--- config.mk ---
export PLATFORM = sky130hd
export DESIGN_NAME = csbx_exec
export DESIGN_NICKNAME = d
export VERILOG_FILES = /design/src/csbx_pkg.sv /design/src/csbx_exec.sv
export SDC_FILE = /design/constraint.sdc
export NUM_CORES = 1
export LEC_CHECK = 0
export BUFFER_PORTS_ARGS = -buffer_cell sky130_fd_sc_hd__buf_2
export CORE_MARGIN = 2
export CORE_UTILIZATION = 49
export DETAILED_ROUTE_END_ITERATION = 6
export PLACE_DENSITY = 0.78
export SYNTH_ARGS = -nofsm -noshare
export SYNTH_HDL_FRONTEND = slang
export SYNTH_SLANG_ARGS = --single-unit
--- constraint.sdc ---
create_clock -name clk -period 3.4 [get_ports clk]
set_clock_uncertainty 0.2 [all_clocks]
set_input_delay 0.34 -clock clk [delete_from_list [all_inputs] [get_ports clk]]
set_output_delay 0.34 -clock clk [all_outputs]
set_load 0.02 [all_outputs]
--- src/csbx_pkg.sv ---
// Package for the compare, skip and branch execution block
package csbx_pkg;

    // ------------------------------------------------------------
    // Status flag bit positions
    // ------------------------------------------------------------
    localparam int FLAG_C = 0;
    localparam int FLAG_Z = 1;
    localparam int FLAG_N = 2;
    localparam int FLAG_V = 3;
    localparam int FLAG_S = 4;
    localparam int FLAG_H = 5;

    // ------------------------------------------------------------
    // Widths, reset values and pc steps
    // ------------------------------------------------------------
    localparam int PC_W = 16;
    localparam logic [PC_W-1:0] PC_STEP_ONE = 16'h0001;
    localparam logic [PC_W-1:0] PC_STEP_TWO = 16'h0002;
    localparam logic [PC_W-1:0] PC_STEP_THREE = 16'h0003;
    localparam logic [7:0] FLAGS_RST = 8'h00;
    localparam logic [PC_W-1:0] PC_RST = 16'h0000;
    localparam int EXEC_CYCLES = 1;

    // ------------------------------------------------------------
    // Operations
    // ------------------------------------------------------------
    typedef enum logic [3:0]
    {
        OP_NONE,
        OP_REG_CMP,
        OP_REG_CMP_C,
        OP_IMM_CMP,
        OP_SKIP_REG_CLR,
        OP_SKIP_REG_SET,
        OP_SKIP_IO_CLR,
        OP_SKIP_IO_SET,
        OP_BR_SET,
        OP_BR_CLR
    } csbx_op_t;

    // ------------------------------------------------------------
    // Request carried from decode
    // ------------------------------------------------------------
    typedef struct packed
    {
        csbx_op_t         op;
        logic [7:0]       dst_val;
        logic [7:0]       src_val;
        logic [7:0]       imm_val;
        logic [7:0]       io_val;
        logic [2:0]       bit_sel;
        logic signed [6:0] offset;
        logic             next_is_long;
    } csbx_req_t;

endpackage

--- src/csbx_exec.sv ---
// Compare, skip and branch execution unit
`timescale 1ns/10ps
module csbx_exec
    import csbx_pkg::*;
(
    // Clock and reset
    input  wire logic            clk,
    input  wire logic            rst,
    // Request
    input  wire logic            req_valid,
    input  wire csbx_req_t       req,
    input  wire logic [PC_W-1:0] pc_in,
    // Results
    output logic [PC_W-1:0]      pc_out,
    output logic                 pc_valid,
    output logic [7:0]           status_flags_reg
);

    // ------------------------------------------------------------
    // Flag arithmetic
    // ------------------------------------------------------------
    function automatic logic [7:0] sub_flags(input logic [7:0] a,
                                             input logic [7:0] b,
                                             input logic       cin,
                                             input logic       chain,
                                             input logic [7:0] old);
        logic [7:0] r;
        logic [7:0] f;
        r = a - b - {7'h00, cin};
        f = old;
        f[FLAG_H] = (~a[3] & b[3]) | (b[3] & r[3]) | (r[3] & ~a[3]);
        f[FLAG_C] = (~a[7] & b[7]) | (b[7] & r[7]) | (r[7] & ~a[7]);
        f[FLAG_V] = (a[7] & ~b[7] & ~r[7]) | (~a[7] & b[7] & r[7]);
        f[FLAG_N] = r[7];
        // Carry form keeps zero only while it holds, for multi-byte use
        f[FLAG_Z] = chain ? ((r == 8'h00) & old[FLAG_Z]) : (r == 8'h00);
        f[FLAG_S] = f[FLAG_N] ^ f[FLAG_V];
        return f;
    endfunction

    // ------------------------------------------------------------
    // Decode
    // ------------------------------------------------------------
    wire logic       reg_bit = req.dst_val[req.bit_sel];
    wire logic       io_bit = req.io_val[req.bit_sel];
    wire logic       flag_bit = status_flags_reg[req.bit_sel];
    wire logic       cmp_carry = status_flags_reg[FLAG_C];
    wire logic [7:0] flags_reg_cmp = sub_flags(req.dst_val, req.src_val,
                                     1'b0, 1'b0, status_flags_reg);
    wire logic [7:0] flags_reg_cmpc = sub_flags(req.dst_val, req.src_val,
                                      cmp_carry, 1'b1, status_flags_reg);
    wire logic [7:0] flags_imm_cmp = sub_flags(req.dst_val, req.imm_val,
                                     1'b0, 1'b0, status_flags_reg);
    wire logic skip_rc = (req.op == OP_SKIP_REG_CLR) && !reg_bit;
    wire logic skip_rs = (req.op == OP_SKIP_REG_SET) && reg_bit;
    wire logic skip_ic = (req.op == OP_SKIP_IO_CLR) && !io_bit;
    wire logic skip_is = (req.op == OP_SKIP_IO_SET) && io_bit;
    wire logic do_skip = skip_rc | skip_rs | skip_ic | skip_is;
    wire logic br_s = (req.op == OP_BR_SET) && flag_bit;
    wire logic br_c = (req.op == OP_BR_CLR) && !flag_bit;
    wire logic do_branch = br_s | br_c;

    // Skip length depends on the size of the bypassed instruction
    wire logic [PC_W-1:0] skip_step = req.next_is_long ? PC_STEP_THREE
                                                       : PC_STEP_TWO;
    wire logic [PC_W-1:0] br_off = {{(PC_W-7){req.offset[6]}}, req.offset};
    wire logic [PC_W-1:0] next_pc =
        do_branch ? PC_W'(pc_in + br_off + PC_STEP_ONE) :
        do_skip   ? PC_W'(pc_in + skip_step) :
                    PC_W'(pc_in + PC_STEP_ONE);

    logic [7:0] next_flags;
    always_comb
    begin
        case (req.op)
            OP_REG_CMP:   next_flags = flags_reg_cmp;
            OP_REG_CMP_C: next_flags = flags_reg_cmpc;
            OP_IMM_CMP:   next_flags = flags_imm_cmp;
            default:      next_flags = status_flags_reg;
        endcase
    end

    // ------------------------------------------------------------
    // State
    // ------------------------------------------------------------
    // single cycle update
    always_ff @(posedge clk)
    begin
        if (rst)
        begin
            status_flags_reg <= FLAGS_RST;
            pc_out <= PC_RST;
            pc_valid <= 1'b0;
        end
        else
        begin
            pc_valid <= req_valid;
            if (req_valid)
            begin
                status_flags_reg <= next_flags;
                pc_out <= next_pc;
            end
        end
    end

    // ------------------------------------------------------------
    // Checks
    // ------------------------------------------------------------
    property p_imm_cmp;
        @(posedge clk) disable iff (rst)
        req_valid && req.op == OP_IMM_CMP |=>
            status_flags_reg[FLAG_Z] == ($past(req.dst_val)
                                         == $past(req.imm_val))
            && pc_out == $past(pc_in) + PC_STEP_ONE;
    endproperty
    a_imm_cmp: assert property (p_imm_cmp)
        else $error("immediate compare wrong");

    property p_skip_rc;
        @(posedge clk) disable iff (rst)
        req_valid && req.op == OP_SKIP_REG_CLR && !reg_bit
        && !req.next_is_long |=> pc_out == $past(pc_in) + PC_STEP_TWO;
    endproperty
    a_skip_rc: assert property (p_skip_rc)
        else $error("register clear skip wrong");

    property p_skip_rs;
        @(posedge clk) disable iff (rst)
        req_valid && req.op == OP_SKIP_REG_SET && reg_bit
        && req.next_is_long |=> pc_out == $past(pc_in) + PC_STEP_THREE;
    endproperty
    a_skip_rs: assert property (p_skip_rs)
        else $error("register set skip wrong");

    property p_skip_ic;
        @(posedge clk) disable iff (rst)
        req_valid && req.op == OP_SKIP_IO_CLR && io_bit
        |=> pc_out == $past(pc_in) + PC_STEP_ONE;
    endproperty
    a_skip_ic: assert property (p_skip_ic)
        else $error("io clear no-skip wrong");

    property p_skip_is;
        @(posedge clk) disable iff (rst)
        req_valid && req.op == OP_SKIP_IO_SET && io_bit
        && !req.next_is_long |=>
            pc_valid && pc_out == $past(pc_in) + PC_STEP_TWO;
    endproperty
    a_skip_is: assert property (p_skip_is)
        else $error("io set skip wrong");

    property p_br_s;
        @(posedge clk) disable iff (rst)
        req_valid && req.op == OP_BR_SET && flag_bit |=>
            pc_out == PC_W'($past(pc_in) + $past(br_off) + PC_STEP_ONE);
    endproperty
    a_br_s: assert property (p_br_s)
        else $error("branch on set wrong");

    property p_br_c;
        @(posedge clk) disable iff (rst)
        req_valid && req.op == OP_BR_CLR && flag_bit |=>
            pc_out == $past(pc_in) + PC_STEP_ONE;
    endproperty
    a_br_c: assert property (p_br_c)
        else $error("branch on clear fall-through wrong");

    property p_reg_cmp;
        @(posedge clk) disable iff (rst)
        req_valid && req.op == OP_REG_CMP |=>
            status_flags_reg[FLAG_C] == ($past(req.dst_val)
                                         < $past(req.src_val));
    endproperty
    a_reg_cmp: assert property (p_reg_cmp)
        else $error("register compare carry wrong");

    // Answer comes exactly one edge after the request
    property p_answer;
        @(posedge clk) disable iff (rst)
        1'b1 |=> pc_valid == $past(req_valid);
    endproperty
    a_answer: assert property (p_answer)
        else $error("answer not one cycle after request");

    property p_skip_rc_long;
        @(posedge clk) disable iff (rst)
        req_valid && req.op == OP_SKIP_REG_CLR && !reg_bit
        && req.next_is_long |=> pc_out == $past(pc_in) + PC_STEP_THREE;
    endproperty
    a_skip_rc_long: assert property (p_skip_rc_long)
        else $error("register clear long skip wrong");

    property p_skip_ic_take;
        @(posedge clk) disable iff (rst)
        req_valid && req.op == OP_SKIP_IO_CLR && !io_bit
        && !req.next_is_long |=> pc_out == $past(pc_in) + PC_STEP_TWO;
    endproperty
    a_skip_ic_take: assert property (p_skip_ic_take)
        else $error("io clear skip wrong");

    // Offset sign is widened here without the decode wire
    property p_br_c_taken;
        @(posedge clk) disable iff (rst)
        req_valid && req.op == OP_BR_CLR && !flag_bit |=>
            pc_out == PC_W'($past(pc_in) + PC_W'($past(req.offset))
                            + PC_STEP_ONE);
    endproperty
    a_br_c_taken: assert property (p_br_c_taken)
        else $error("branch on clear target wrong");

    // Borrow out of a nine-bit difference
    property p_reg_cmpc;
        @(posedge clk) disable iff (rst)
        req_valid && req.op == OP_REG_CMP_C |=>
            status_flags_reg[FLAG_C] == ({1'b0, $past(req.dst_val)}
                < ({1'b0, $past(req.src_val)}
                   + {8'h00, $past(status_flags_reg[FLAG_C])}));
    endproperty
    a_reg_cmpc: assert property (p_reg_cmpc)
        else $error("carry compare borrow wrong");

endmodule

; Yosys cells after proc, flatten, opt, wreduce, memory -nomap -nowiden
; Index checks and enable logic that the tools add are counted.
[word_totals]
ff_bits = 23
input_bits = 66
out_inout_bits = 25
[classes]
add_sub_neg = 7
n_lt_le_gt_ge = 1
n_eq_ne = 9
muxes = 10
bitwise_logic = 54
n_reduce_logical = 14
[op_table]
columns = cell, count
row1 = "adder 16 x 1 -> 16 bit, second input constant", 2
row2 = 2-to-1 mux 16 bit, 2
row3 = AND 1 bit, 25
row4 = zero test 8 bit, 3
row5 = bitwise OR 1 bit, 19
row6 = case mux 6 bit (3 select lines), 1
row7 = adder 16 bit, 1
row8 = adder 16 x 2 -> 16 bit, 1
row9 = "== test 4 x 3 -> 1 bit, second input constant", 4
row10 = subtractor 8 bit, 2
row11 = binary-select mux 1 bit (select 3 bit), 3
row12 = "== test 4 x 2 -> 1 bit, second input constant", 2
row13 = "== test 4 bit, second input constant", 2
row14 = subtractor 8 x 1 -> 8 bit, 1
row15 = NOT 1 bit, 7
row16 = logical AND 1 bit, 6
row17 = "== test 4 x 1 -> 1 bit, second input constant", 1
row18 = "< comparator 3 x 4 -> 1 bit, second input constant", 1
row19 = 2-to-1 mux 1 bit, 4
row20 = zero test 1 bit, 3
row21 = nonzero test 3 bit, 1
row22 = XOR 1 bit, 3
row23 = AND reduction 2 bit, 1

; Longest topological paths before layout
; Gate-level depths: netlist of run 1.
[depth]
word_depth = 9
depth_mapped = 15
ltp_nobuf = 15

; Worst setup path after synthesis of run 1
; No wires, ideal clock.
[synth_timing]
kind = in2reg
from = input port req[8] (netlist name)
to = register pc_out[12]
t_arrival_ns = 3.292
path_slack_ns = -0.209
cell_stages = 15
path_buffers = 1
cell_sequence = buf_2 mux4_2 mux4_2 xnor2_1 and3b_1 nand2b_1 ha_1 fa_1 nand3_1 nor2_1 nand4_1 nor3_1 xnor2_1 mux2i_1 a22o_1
[synth_between]
elab_chain_len = 9
[synth_lines]
columns = item, line_no
row1 = start: declaration, csbx_exec.sv:11  ; input wire csbx_req_t req,
row2 = binary-select mux 1 bit (select 3 bit), csbx_exec.sv:44  ; wire logic reg_bit = req.dst_val[req.bit_sel];
row3 = 2-to-1 mux 1 bit (implied by the code), csbx_exec.sv:44
row4 = zero test 1 bit, csbx_exec.sv:54  ; wire logic skip_rc = (req.op == OP_SKIP_REG_CLR) && !reg_bit;
row5 = logical AND 1 bit, csbx_exec.sv:54
row6 = bitwise OR 1 bit (3 in a row), csbx_exec.sv:58  ; wire logic do_skip = skip_rc | skip_rs | skip_ic | skip_is;
row7 = 2-to-1 mux 16 bit, csbx_exec.sv:69  ; do_skip ? PC_W'(pc_in + skip_step) :
row8 = 2-to-1 mux 16 bit (*), csbx_exec.sv:68  ; do_branch ? PC_W'(pc_in + br_off + PC_STEP_ONE) :
row9 = end signal: assignment, csbx_exec.sv:101  ; pc_out <= next_pc;
row10 = end: declaration, csbx_exec.sv:14  ; output logic [PC_W-1:0] pc_out,
; Every way passes the cells marked *; elsewhere a longest branch is shown, timed or not. The select of a mux whose other input is x is not followed.
; A chain may end at the register's enable or synchronous reset.

; Final worst setup path of run 1
[layout_timing]
from = input port req[8] (netlist name)
to = register pc_out[14]
; Same word-level chain as after synthesis.

==> results of run 1 <==
-- Yosys cell counts, drive strengths merged (3+ instances only) --
library cell and number:
o211ai 8, mux2i 7, nor2 45, ha 38, xnor2 18, a31oi 4
nor3 6, xor2 15, a211oi 11, dfxtp 23, inv 36, a21boi 3
nor2b 7, buf 7, nand4 4, mux4 6, nand3 10, clkbuf 9
fa 8, a2111oi 5, a21oi 33, nand2 35, a21o 8, o21ai 14
nand2b 11, o221ai 3
-- per-stage QoR --
stage	hold WS, ns	worst slack (ns)	util [%]	std cells	power (W)
3_5_place_dp	0.244	-0.353	62.0	593	0.000852
2_1_floorplan	0.241	-0.0313	-	411	0.000659
3_3_place_gp	0.242	-0.233	62.0	593	0.000833
6_report	0.217	-0.105	64.7	602	0.00105
4_1_cts	0.215	-0.0274	63.7	600	0.00104
5_1_grt	0.245	-0.283	64.7	602	0.00113
-- power groups by stage --
stage	logic, W	registers (W)	clock network [W]
after floorplan	0.000334	0.000325	0
after global placement	0.000529	0.000305	0
after detailed placement	0.000547	0.000305	0
after CTS	0.000557	0.000299	0.000184
after global routing	0.000631	0.000301	0.000193
final	0.000573	0.000299	0.000181
-- metal layers --
layer | share of wire [%] | GRT usage (%) | vias up
met5 | 0 | 0 | -
met4 | 1.0 | 2.74 | 0
met3 | 6.7 | 3.31 | 11
met2 | 49 | 42.5 | 125
met1 | 44 | 32.7 | 1621
li1 | - | - | 1692
-- final cells by class --
class,instances,share of cell area [%]
clock buffer,4,1.10
inverter,36,3.29
multi-input combinational,336,63.5
sequential,23,11.2
tap,77,2.34
timing repair buffer,126,18.6
-- layout by cell type, fill, tap and decap left out, types with 4 or more instances in the layout --
cell type,count
nand4_1,4
nand3_1,9
buf_6,4
buf_4,38
ha_1,37
xor2_1,15
a21oi_1,31
mux2i_1,7
fa_1,7
mux4_2,6
nor2b_1,6
nand2_1,35
dfxtp_1,23
nand2b_1,11
inv_1,36
nor3_1,4
a21o_1,8
xnor2_1,16
o211ai_1,8
a211oi_1,11
a31oi_1,4
buf_2,83
nor2_1,42
o21ai_0,13
-- worst max path at each step --
stage / end / slack, ns / cells after the start
detailed placement: pc_out[15] / -0.35 / 14
finish: pc_out[14] / -0.10 / 16
CTS: pc_out[12] / -0.03 / 15
global route: pc_out[14] / -0.28 / 16
global placement: pc_out[12] / -0.23 / 15
floorplan: pc_out[14] / -0.03 / 15
-- cell families after synthesis --
| kind of cell | after synthesis | share of synthesized area [%] |
|---|---|---|
| adders and majority gates | 46 | 19.8 |
| other | 1 | 0.117 |
| and+or+nand+nor | 132 | 19.7 |
| buffers and inverters | 52 | 6.59 |
| muxes | 14 | 6.75 |
| AOI/OAI and AO/OA | 109 | 23.5 |
| DFF | 23 | 14.4 |
| xor gates and xnor gates | 33 | 9.24 |
-- timing repair --
item                       4_1_cts  5_1_grt
pin swaps                       10       18
hold buffers                     0        0
setup endpoints to repair        5       11
resized for setup               11       12
setup buffers                    3        2
-- worst reg2reg max path, cell delays in order (launching register included) --
cell and delay [ns]:
dfxtp_1 0.36, mux4_2 0.48, a22oi_1 0.22, xnor2_1 0.14, nand3_1 0.19, buf_4 0.27, a32oi_1 0.29, o41ai_2 0.13
==> flow_metrics.env, run 1 <==
export IMPL_cts_tree="built"
export IMPL_diodes=0
export IMPL_slowest_stage="mux4_2"
export IMPL_multi_input_area_um2=2610
export IMPL_finalInstanceArea_um2=4110
export IMPL_final_min_clock_period_ns=3.50
export IMPL_core_region_area_um2=6350
export IMPL_synth_area_leaders="ha_1 15%, dfxtp_1 14%, nor2_1 5.3%"
export IMPL_antenna_found_initial=0
export IMPL_seq_area_um2=460
export IMPL_via_count=3449
export IMPL_drive_gt1_share_pct=30.1
export IMPL_p_int_w=0.000637
export IMPL_power_density_nw_per_um2=256
export IMPL_die_area_um2=7210
export IMPL_pwr_share_comb_pct=54.4
export IMPL_post_drt_wl_per_cell_um=15.2
export IMPL_whs_path_depth=3
export IMPL_setup_tns_final_ns=-0.105
export IMPL_ios=91
export IMPL_io_buffers=88
export IMPL_avgSynthCellArea_um2=7.82
export IMPL_cp_num_buf_inv=2
export IMPL_pwr_share_seq_pct=28.4
export IMPL_rsz0062_at_grt="yes"
export IMPL_route_detailed_drc=0
export IMPL_synth_edff_count=0
export IMPL_drtPass1Iterations=6
export IMPL_path_cells="buf_12 -> mux4_2 -> mux4_2 -> xnor2_2 -> and3b_2 -> nand2b_1 -> ha_2 -> fa_2 -> nand3_2 -> nor2_4 -> nand4_1 -> buf_4 -> nor2_4 -> xnor2_1 -> a32oi_1 -> o41ai_2"
export IMPL_r2r_start="status_flags_reg[4]"
export IMPL_h_tree_depth=1
export IMPL_grt_pass1_vias=3213
export IMPL_netlist_area_leader_share_pct=14.8
export IMPL_period_share_pct=103
export IMPL_violations="setup timing"
export IMPL_synth_warnings=0
export IMPL_die_x_um=84.9
export IMPL_fin_ws_ns=-0.105
export IMPL_fillCellCount=571
export IMPL_grt_pass1_wl_um=14500
export IMPL_worstPathMaxFanout=5
export IMPL_ys_async_sr_fraction_pct=0
export IMPL_irDropWorstVdd_uv=189
export IMPL_largest_register_ffs=16
export IMPL_min_delay_worst_endpoint="pc_out[15]"
export IMPL_cts_clk_slew_worst_paths_ns=0.09
export IMPL_nets=638
export IMPL_critPathArrivalTime_ns=3.45
export IMPL_cp_start_kind="input pin"
export IMPL_hpwlAfterDp_um=7310
export IMPL_grt_overflow=0
export IMPL_reg2reg_depth=7
export IMPL_grt_max_degree=23
export IMPL_gp_congestion=0.901
export IMPL_reg2reg_to="pc_out[14]"
export IMPL_netlist_area_um2=3210
export IMPL_detail_route_antenna_nets=0
export IMPL_hold_path_class="in -> reg"
export IMPL_die_h_um=84.9
export IMPL_rows=29
export IMPL_cp_top_family="multiplexers"
export IMPL_cts_root_buffer="clkbuf_8"
export IMPL_placed_cell_area_um2=3940
export IMPL_drv_slew=0
export IMPL_cpPeakStageDelay_ns=0.52
export IMPL_worstSetupStartpoint="req[8]"
export IMPL_crit_type="in -> reg"
export IMPL_grt_total_usage_pct=24.2
export IMPL_leakage_nw=2.02
export IMPL_yosysTopAreaCell="ha_1"
export IMPL_insertion_delay_ns=0.27
export IMPL_ys_seq_area_share_pct=14.4
export IMPL_switching_share_pct=39.6
export IMPL_fmax_mhz=285
export IMPL_synth_seq_cells=23
export IMPL_setup_violations=1
export IMPL_status="finished, violations left"
export IMPL_wirelength_um=9140
export IMPL_cts_sinks=23
export IMPL_min_delay_start="pc_in[15]"
export IMPL_drt_iter0_drc=151
export IMPL_via_per_inst=5.73
export IMPL_cp_required_ns=3.35
export IMPL_syn_inst=410
export IMPL_start_util_pct=50.5
export IMPL_switchingPower_w=0.000417
export IMPL_synth_cell_types=59
export IMPL_crit_path_end_kind="flop"
export IMPL_cts_buffers=3
export IMPL_reg2reg_slack_ns=1.00
export IMPL_cts_buffer_depth=2
export IMPL_final_hold_violation_count=0
export IMPL_synthFlopType="dfxtp_1"
export IMPL_syn_to_final_growth_pct=28.2
export IMPL_cap_violations=0
export IMPL_p_clk_share_pct=17.2
(Power assumes the default switching activity.)
==> inputs of run 2 (changes only) <==
CORE_UTILIZATION = 29   (was 49)
PLACE_DENSITY = 0.5   (was 0.78)
==> run 2 against run 1 <==
Against the previous run:
- the flow now finishes without violations
- setup slack improved by 0.18 ns
- global-route usage is 7.5 points lower
- flip-flop and latch count unchanged
- sequential power about the same
- first-iteration DRC count decreased by 16%
- largest cell class unchanged
==> flow_metrics.env, run 2 (synthesis results as in run 1) <==
export IMPL_status="finished clean"
export IMPL_rsz0062_at_grt="yes"
export IMPL_period_share_pct=97.9
export IMPL_post_drt_wl_per_cell_um=14.5
export IMPL_cp_top_family="multiplexers"
export IMPL_cts_clk_slew_worst_paths_ns=0.10
export IMPL_insertion_delay_ns=0.27
export IMPL_diodes=0
export IMPL_path_cells="buf_12 -> mux4_2 -> mux4_2 -> xnor2_1 -> and3b_2 -> nand2b_1 -> ha_2 -> fa_2 -> nand3_4 -> nor2_4 -> nand4_1 -> buf_4 -> nor3_4 -> xnor2_1 -> mux2i_1 -> a22o_1"
export IMPL_cts_sinks=23
export IMPL_drive_gt1_share_pct=29.9
export IMPL_fillCellCount=1153
export IMPL_setup_violations=0
export IMPL_cp_start_kind="input pin"
export IMPL_grt_pass1_vias=3249
export IMPL_fmax_mhz=301
export IMPL_crit_type="in -> reg"
export IMPL_die_h_um=109
export IMPL_drv_slew=0
export IMPL_setup_tns_final_ns=0
export IMPL_cts_buffers=3
export IMPL_cp_required_ns=3.38
export IMPL_wirelength_um=9690
export IMPL_cts_hold_buf=0
export IMPL_critPathArrivalTime_ns=3.30
export IMPL_antenna_found_initial=0
export IMPL_power_density_nw_per_um2=252
export IMPL_largest_register_ffs=16
export IMPL_gp_congestion=0.840
export IMPL_rows=38
export IMPL_final_min_clock_period_ns=3.33
export IMPL_cpPeakStageDelay_ns=0.52
export IMPL_slowest_stage="mux4_2"
export IMPL_worstPathMaxFanout=5
export IMPL_tightestPinTransition_ns=0.502
export IMPL_h_tree_depth=1
export IMPL_syn_to_final_growth_pct=30.4
export IMPL_layout_commonest_cell="buf_2"
export IMPL_core_region_area_um2=10800
export IMPL_start_util_pct=29.7
export IMPL_layout_common_cells="86 x buf_2, 43 x nor2_1, 41 x buf_4"
export IMPL_cts_tree="built"
export IMPL_cp_num_buf_inv=2
export IMPL_drtPass1Iterations=4
export IMPL_die_area_um2=11900
export IMPL_final_hold_violation_count=0
export IMPL_grt_total_usage_pct=16.6
export IMPL_relSlewSlack_pct=65.6
export IMPL_detail_route_antenna_nets=0
export IMPL_irDropWorstVdd_uv=137
export IMPL_hpwlAfterDp_um=8160
export IMPL_cts_root_buffer="clkbuf_8"
export IMPL_grt_overflow=0
export IMPL_ios=91
export IMPL_cts_buffer_depth=2
export IMPL_crit_path_end_kind="flop"
export IMPL_die_x_um=109
export IMPL_drt_iter0_drc=127
export IMPL_route_detailed_drc=0
export IMPL_io_buffers=88
export IMPL_nets=641
export IMPL_hold_path_class="in -> reg"
export IMPL_fin_util_pct=38.8
export IMPL_via_per_inst=5.02
export IMPL_leakage_nw=2.02
export IMPL_grt_max_degree=23
export IMPL_grt_pass1_wl_um=15800
export IMPL_via_count=3356
export IMPL_cap_violations=0
run 2: cell types whose count changed in the layout (fill, tap and decap cells not counted), sizes merged:
cell,change
clkinv,+1
clkbuf,-1
buf,+3
run 2: final cells by class:
class | instances | area [µm²] | area share [%]
multi-input cells | 336 | 2600 | 62.1
repair buffers | 129 | 769 | 18.4
flip-flops and latches | 23 | 460 | 11.0
well taps | 140 | 175 | 4.19
inverters | 36 | 135 | 3.23
clock buffers | 3 | 41.3 | 0.987
clock inverters | 1 | 5.00 | 0.120
run 2: worst paths after layout:
check / from / end / slack, ns / cells after the start
max: req[8] / pc_out[12] / 0.07 / 16
min reg2reg: pc_out[8] / pc_out[8] / 0.26 / 2
min: pc_in[15] / pc_out[15] / 0.22 / 3
max reg2reg: status_flags_reg[1] / pc_out[9] / 1.00 / 7
run 2: stage by stage:
stage	power [W]	hold WS, ns	std cells	setup slack [ns]	cell area [µm²]
final	0.00105	0.223	668	0.0730	4180
after global routing	0.00114	0.260	668	-0.0738	4180
after CTS	0.00106	0.218	668	0.00525	4150
after detailed placement	0.000870	0.235	663	-0.374	4070
after global placement	0.000862	0.243	663	-0.324	4070
after floorplan	0.000659	0.241	411	-0.0313	3240
run 2: power by group:
group,switching (W),leakage (nW),total [W],internal [W]
registers,0.0000113,0.190,0.000299,0.000288
clock network,0.0000989,0.0255,0.000181,0.0000820
logic,0.000309,1.81,0.000575,0.000266
total,0.000419,2.02,0.00105,0.000636
run 2: what timing repair did:
item                                    CTS  global route
pin swaps                                 9            12
buffers inserted                          1             0
endpoints found under the hold margin     0             0
gates resized for setup                   6            10
endpoints found under the setup margin    6             9
gates cloned                              0             0
run 2: per-layer routing:
metal	vias up	GRT usage, %	part of all wire (%)
li1	1692	-	-
met1	1585	21.9	47
met2	75	29.4	49
met3	4	1.49	3.1
met4	0	3.62	1.1
met5	-	0	0
run 2: tightest hold or removal path, cell delays in order:
cell     delay [ns]
buf_2          0.12
or4_1          0.11
a31oi_1        0.07
==> inputs of run 3 (changes only) <==
ABC_AREA = 1   (was not set)
==> run 3 against run 2 <==
Against the previous run:
- combinational power decreased by 6.8%
- power increased by 3.6%
- flip-flop and latch count unchanged
- global-route usage increased by 0.079 points
- core utilization decreased by 3.3 points
- register-to-register slack improved by 0.26 ns
- fmax increased by 15%
- non-clock buffer count decreased by 40
- setup slack improved by 0.43 ns
- critical path depth increased by 4
- sequential share of layout area increased by 0.22 points
==> flow_metrics.env, run 3 <==
export IMPL_setup_tns_final_ns=0
export IMPL_rsz0062_at_grt="no"
export IMPL_cts_root_buffer="clkbuf_16"
export IMPL_power_density_nw_per_um2=267
export IMPL_core_region_area_um2=11600
export IMPL_drive_gt1_share_pct=18.1
export IMPL_io_buffers=88
export IMPL_crit_type="in -> reg"
export IMPL_synth_warnings=0
export IMPL_netlist_top_cells_count="124 x nand2_1, 82 x inv_1, 47 x nor2_1, 38 x ha_1"
export IMPL_route_detailed_drc=0
export IMPL_post_cts_setup_buffers=0
export IMPL_wirelength_um=10600
export IMPL_period_share_pct=85.2
export IMPL_final_min_clock_period_ns=2.90
export IMPL_insertion_delay_ns=0.25
export IMPL_worstPathMaxFanout=15
export IMPL_layout_commonest_cell="nand2_1"
export IMPL_synth_edff_count=0
export IMPL_synth_area_leaders="ha_1 14%, nand2_1 13%, dfxtp_1 13%"
export IMPL_ys_seq_area_share_pct=13.3
export IMPL_final_hold_violation_count=0
export IMPL_start_util_pct=30.0
export IMPL_h_tree_depth=1
export IMPL_synth_seq_cells=23
export IMPL_die_area_um2=12800
export IMPL_grt_pass1_vias=3560
export IMPL_via_per_inst=4.76
export IMPL_detail_route_antenna_nets=0
export IMPL_cp_required_ns=3.40
export IMPL_setup_violations=0
export IMPL_largest_register_ffs=16
export IMPL_irDropWorstVdd_uv=150
export IMPL_post_drt_wl_per_cell_um=13.7
export IMPL_nets=747
export IMPL_grt_max_degree=26
export IMPL_crit_path_end_kind="flop"
export IMPL_hpwlAfterDp_um=9220
export IMPL_syn_to_final_growth_pct=18.3
export IMPL_synthFlopType="dfxtp_1"
export IMPL_ys_async_sr_fraction_pct=0
export IMPL_cts_hold_buf=0
export IMPL_synth_cell_types=42
export IMPL_die_h_um=113
export IMPL_status="finished clean"
export IMPL_netlist_area_um2=3470
export IMPL_ios=91
export IMPL_finalInstanceArea_um2=4100
export IMPL_grt_overflow=0
export IMPL_cap_violations=0
export IMPL_leakage_nw=2.17
export IMPL_cts_tree="built"
export IMPL_postCtsResizedCells=0
export IMPL_via_count=3695
export IMPL_diodes=0
export IMPL_grt_total_usage_pct=16.7
export IMPL_cts_sinks=23
export IMPL_p_total_w=0.00109
export IMPL_yosysTopAreaCell="ha_1"
export IMPL_drv_slew=0
export IMPL_hold_path_class="in -> reg"
export IMPL_gp_congestion=0.862
export IMPL_avgSynthCellArea_um2=6.29
export IMPL_drtPass1Iterations=4
export IMPL_cts_buffers=3
export IMPL_cts_buffer_depth=2
export IMPL_die_x_um=113
export IMPL_syn_inst=551
export IMPL_synth_most_common_cell="nand2_1"
export IMPL_netlist_area_leader_share_pct=13.7
export IMPL_layout_common_cells="124 x nand2_1, 88 x buf_2, 82 x inv_1"
export IMPL_cts_clk_slew_worst_paths_ns=0.06
export IMPL_hold_slack_ns=0.191
export IMPL_placed_cell_area_um2=4020
export IMPL_grt_pass1_wl_um=17600
export IMPL_rows=39
export IMPL_critPathArrivalTime_ns=2.90
export IMPL_fmax_mhz=345
export IMPL_cp_start_kind="input pin"
export IMPL_antenna_found_initial=0
export IMPL_fin_util_pct=35.5
export IMPL_drt_iter0_drc=211
run 3: routing by layer:
metal | part of all wire (%) | vias up | wire [µm] | track usage, %
li1 | - | 1985 | - | -
met1 | 48 | 1645 | 5080 | 22.8
met2 | 49 | 61 | 5160 | 29.8
met3 | 3.0 | 4 | 318 | 0.696
met4 | 0.57 | 0 | 61 | 2.60
met5 | 0 | - | 0 | 0
run 3: path summary, 6_finish.rpt:
| check | start | endpoint | slack (ns) | cells after the start |
|---|---|---|---|---|
| max | req[8] | pc_out[8] | 0.50 | 20 |
| max reg2reg | status_flags_reg[1] | pc_out[5] | 1.26 | 13 |
| min | rst | pc_out[6] | 0.19 | 2 |
| min reg2reg | pc_out[15] | pc_out[15] | 0.27 | 2 |
run 3: stage by stage:
step,setup slack (ns),instances
floorplan,0.596,552
detailed placement,0.222,773
global route,0.0630,777
global placement,0.271,773
CTS,0.478,777
finish,0.503,777
run 3: worst max-delay path, cell delays in order:
cell	delay, ns
buf_2	0.22
inv_2	0.11
o21ai_0	0.19
o22ai_1	0.09
o21ai_0	0.14
nand2_1	0.09
nand2_1	0.07
nor2_1	0.05
nor3_2	0.17
nand2_1	0.07
ha_1	0.21
fa_1	0.41
nand3_1	0.14
inv_1	0.09
nand2_1	0.09
xor2_1	0.14
nand2_1	0.06
nand3_1	0.08
o211ai_1	0.09
inv_1	0.06
run 3: area by class of cell:
type	count	area, µm²
tap	143	179
multi-input combinational	432	2610
inverter	86	323
fill	1284	7460
sequential	23	460
timing repair buffer	89	448
clock buffer	4	78.8
run 3: cell families after synthesis:
| group | synth area share [%] |
|---|---|
| buffers and inverters | 11.5 |
| other | 0.108 |
| XOR/XNOR | 6.32 |
| flip-flops | 13.3 |
| AO/OA/AOI/OAI | 18.1 |
| adder cells (fa/ha/maj) | 18.3 |
| AND/OR/NAND/NOR | 32.3 |
run 3: power breakdown:
| part | switching (W) | internal, W | total [W] |
|---|---|---|---|
| Clock | 0.0000943 | 0.000160 | 0.000254 |
| Combinational | 0.000336 | 0.000200 | 0.000536 |
| Sequential | 0.0000144 | 0.000288 | 0.000303 |
| Total | 0.000445 | 0.000648 | 0.00109 |
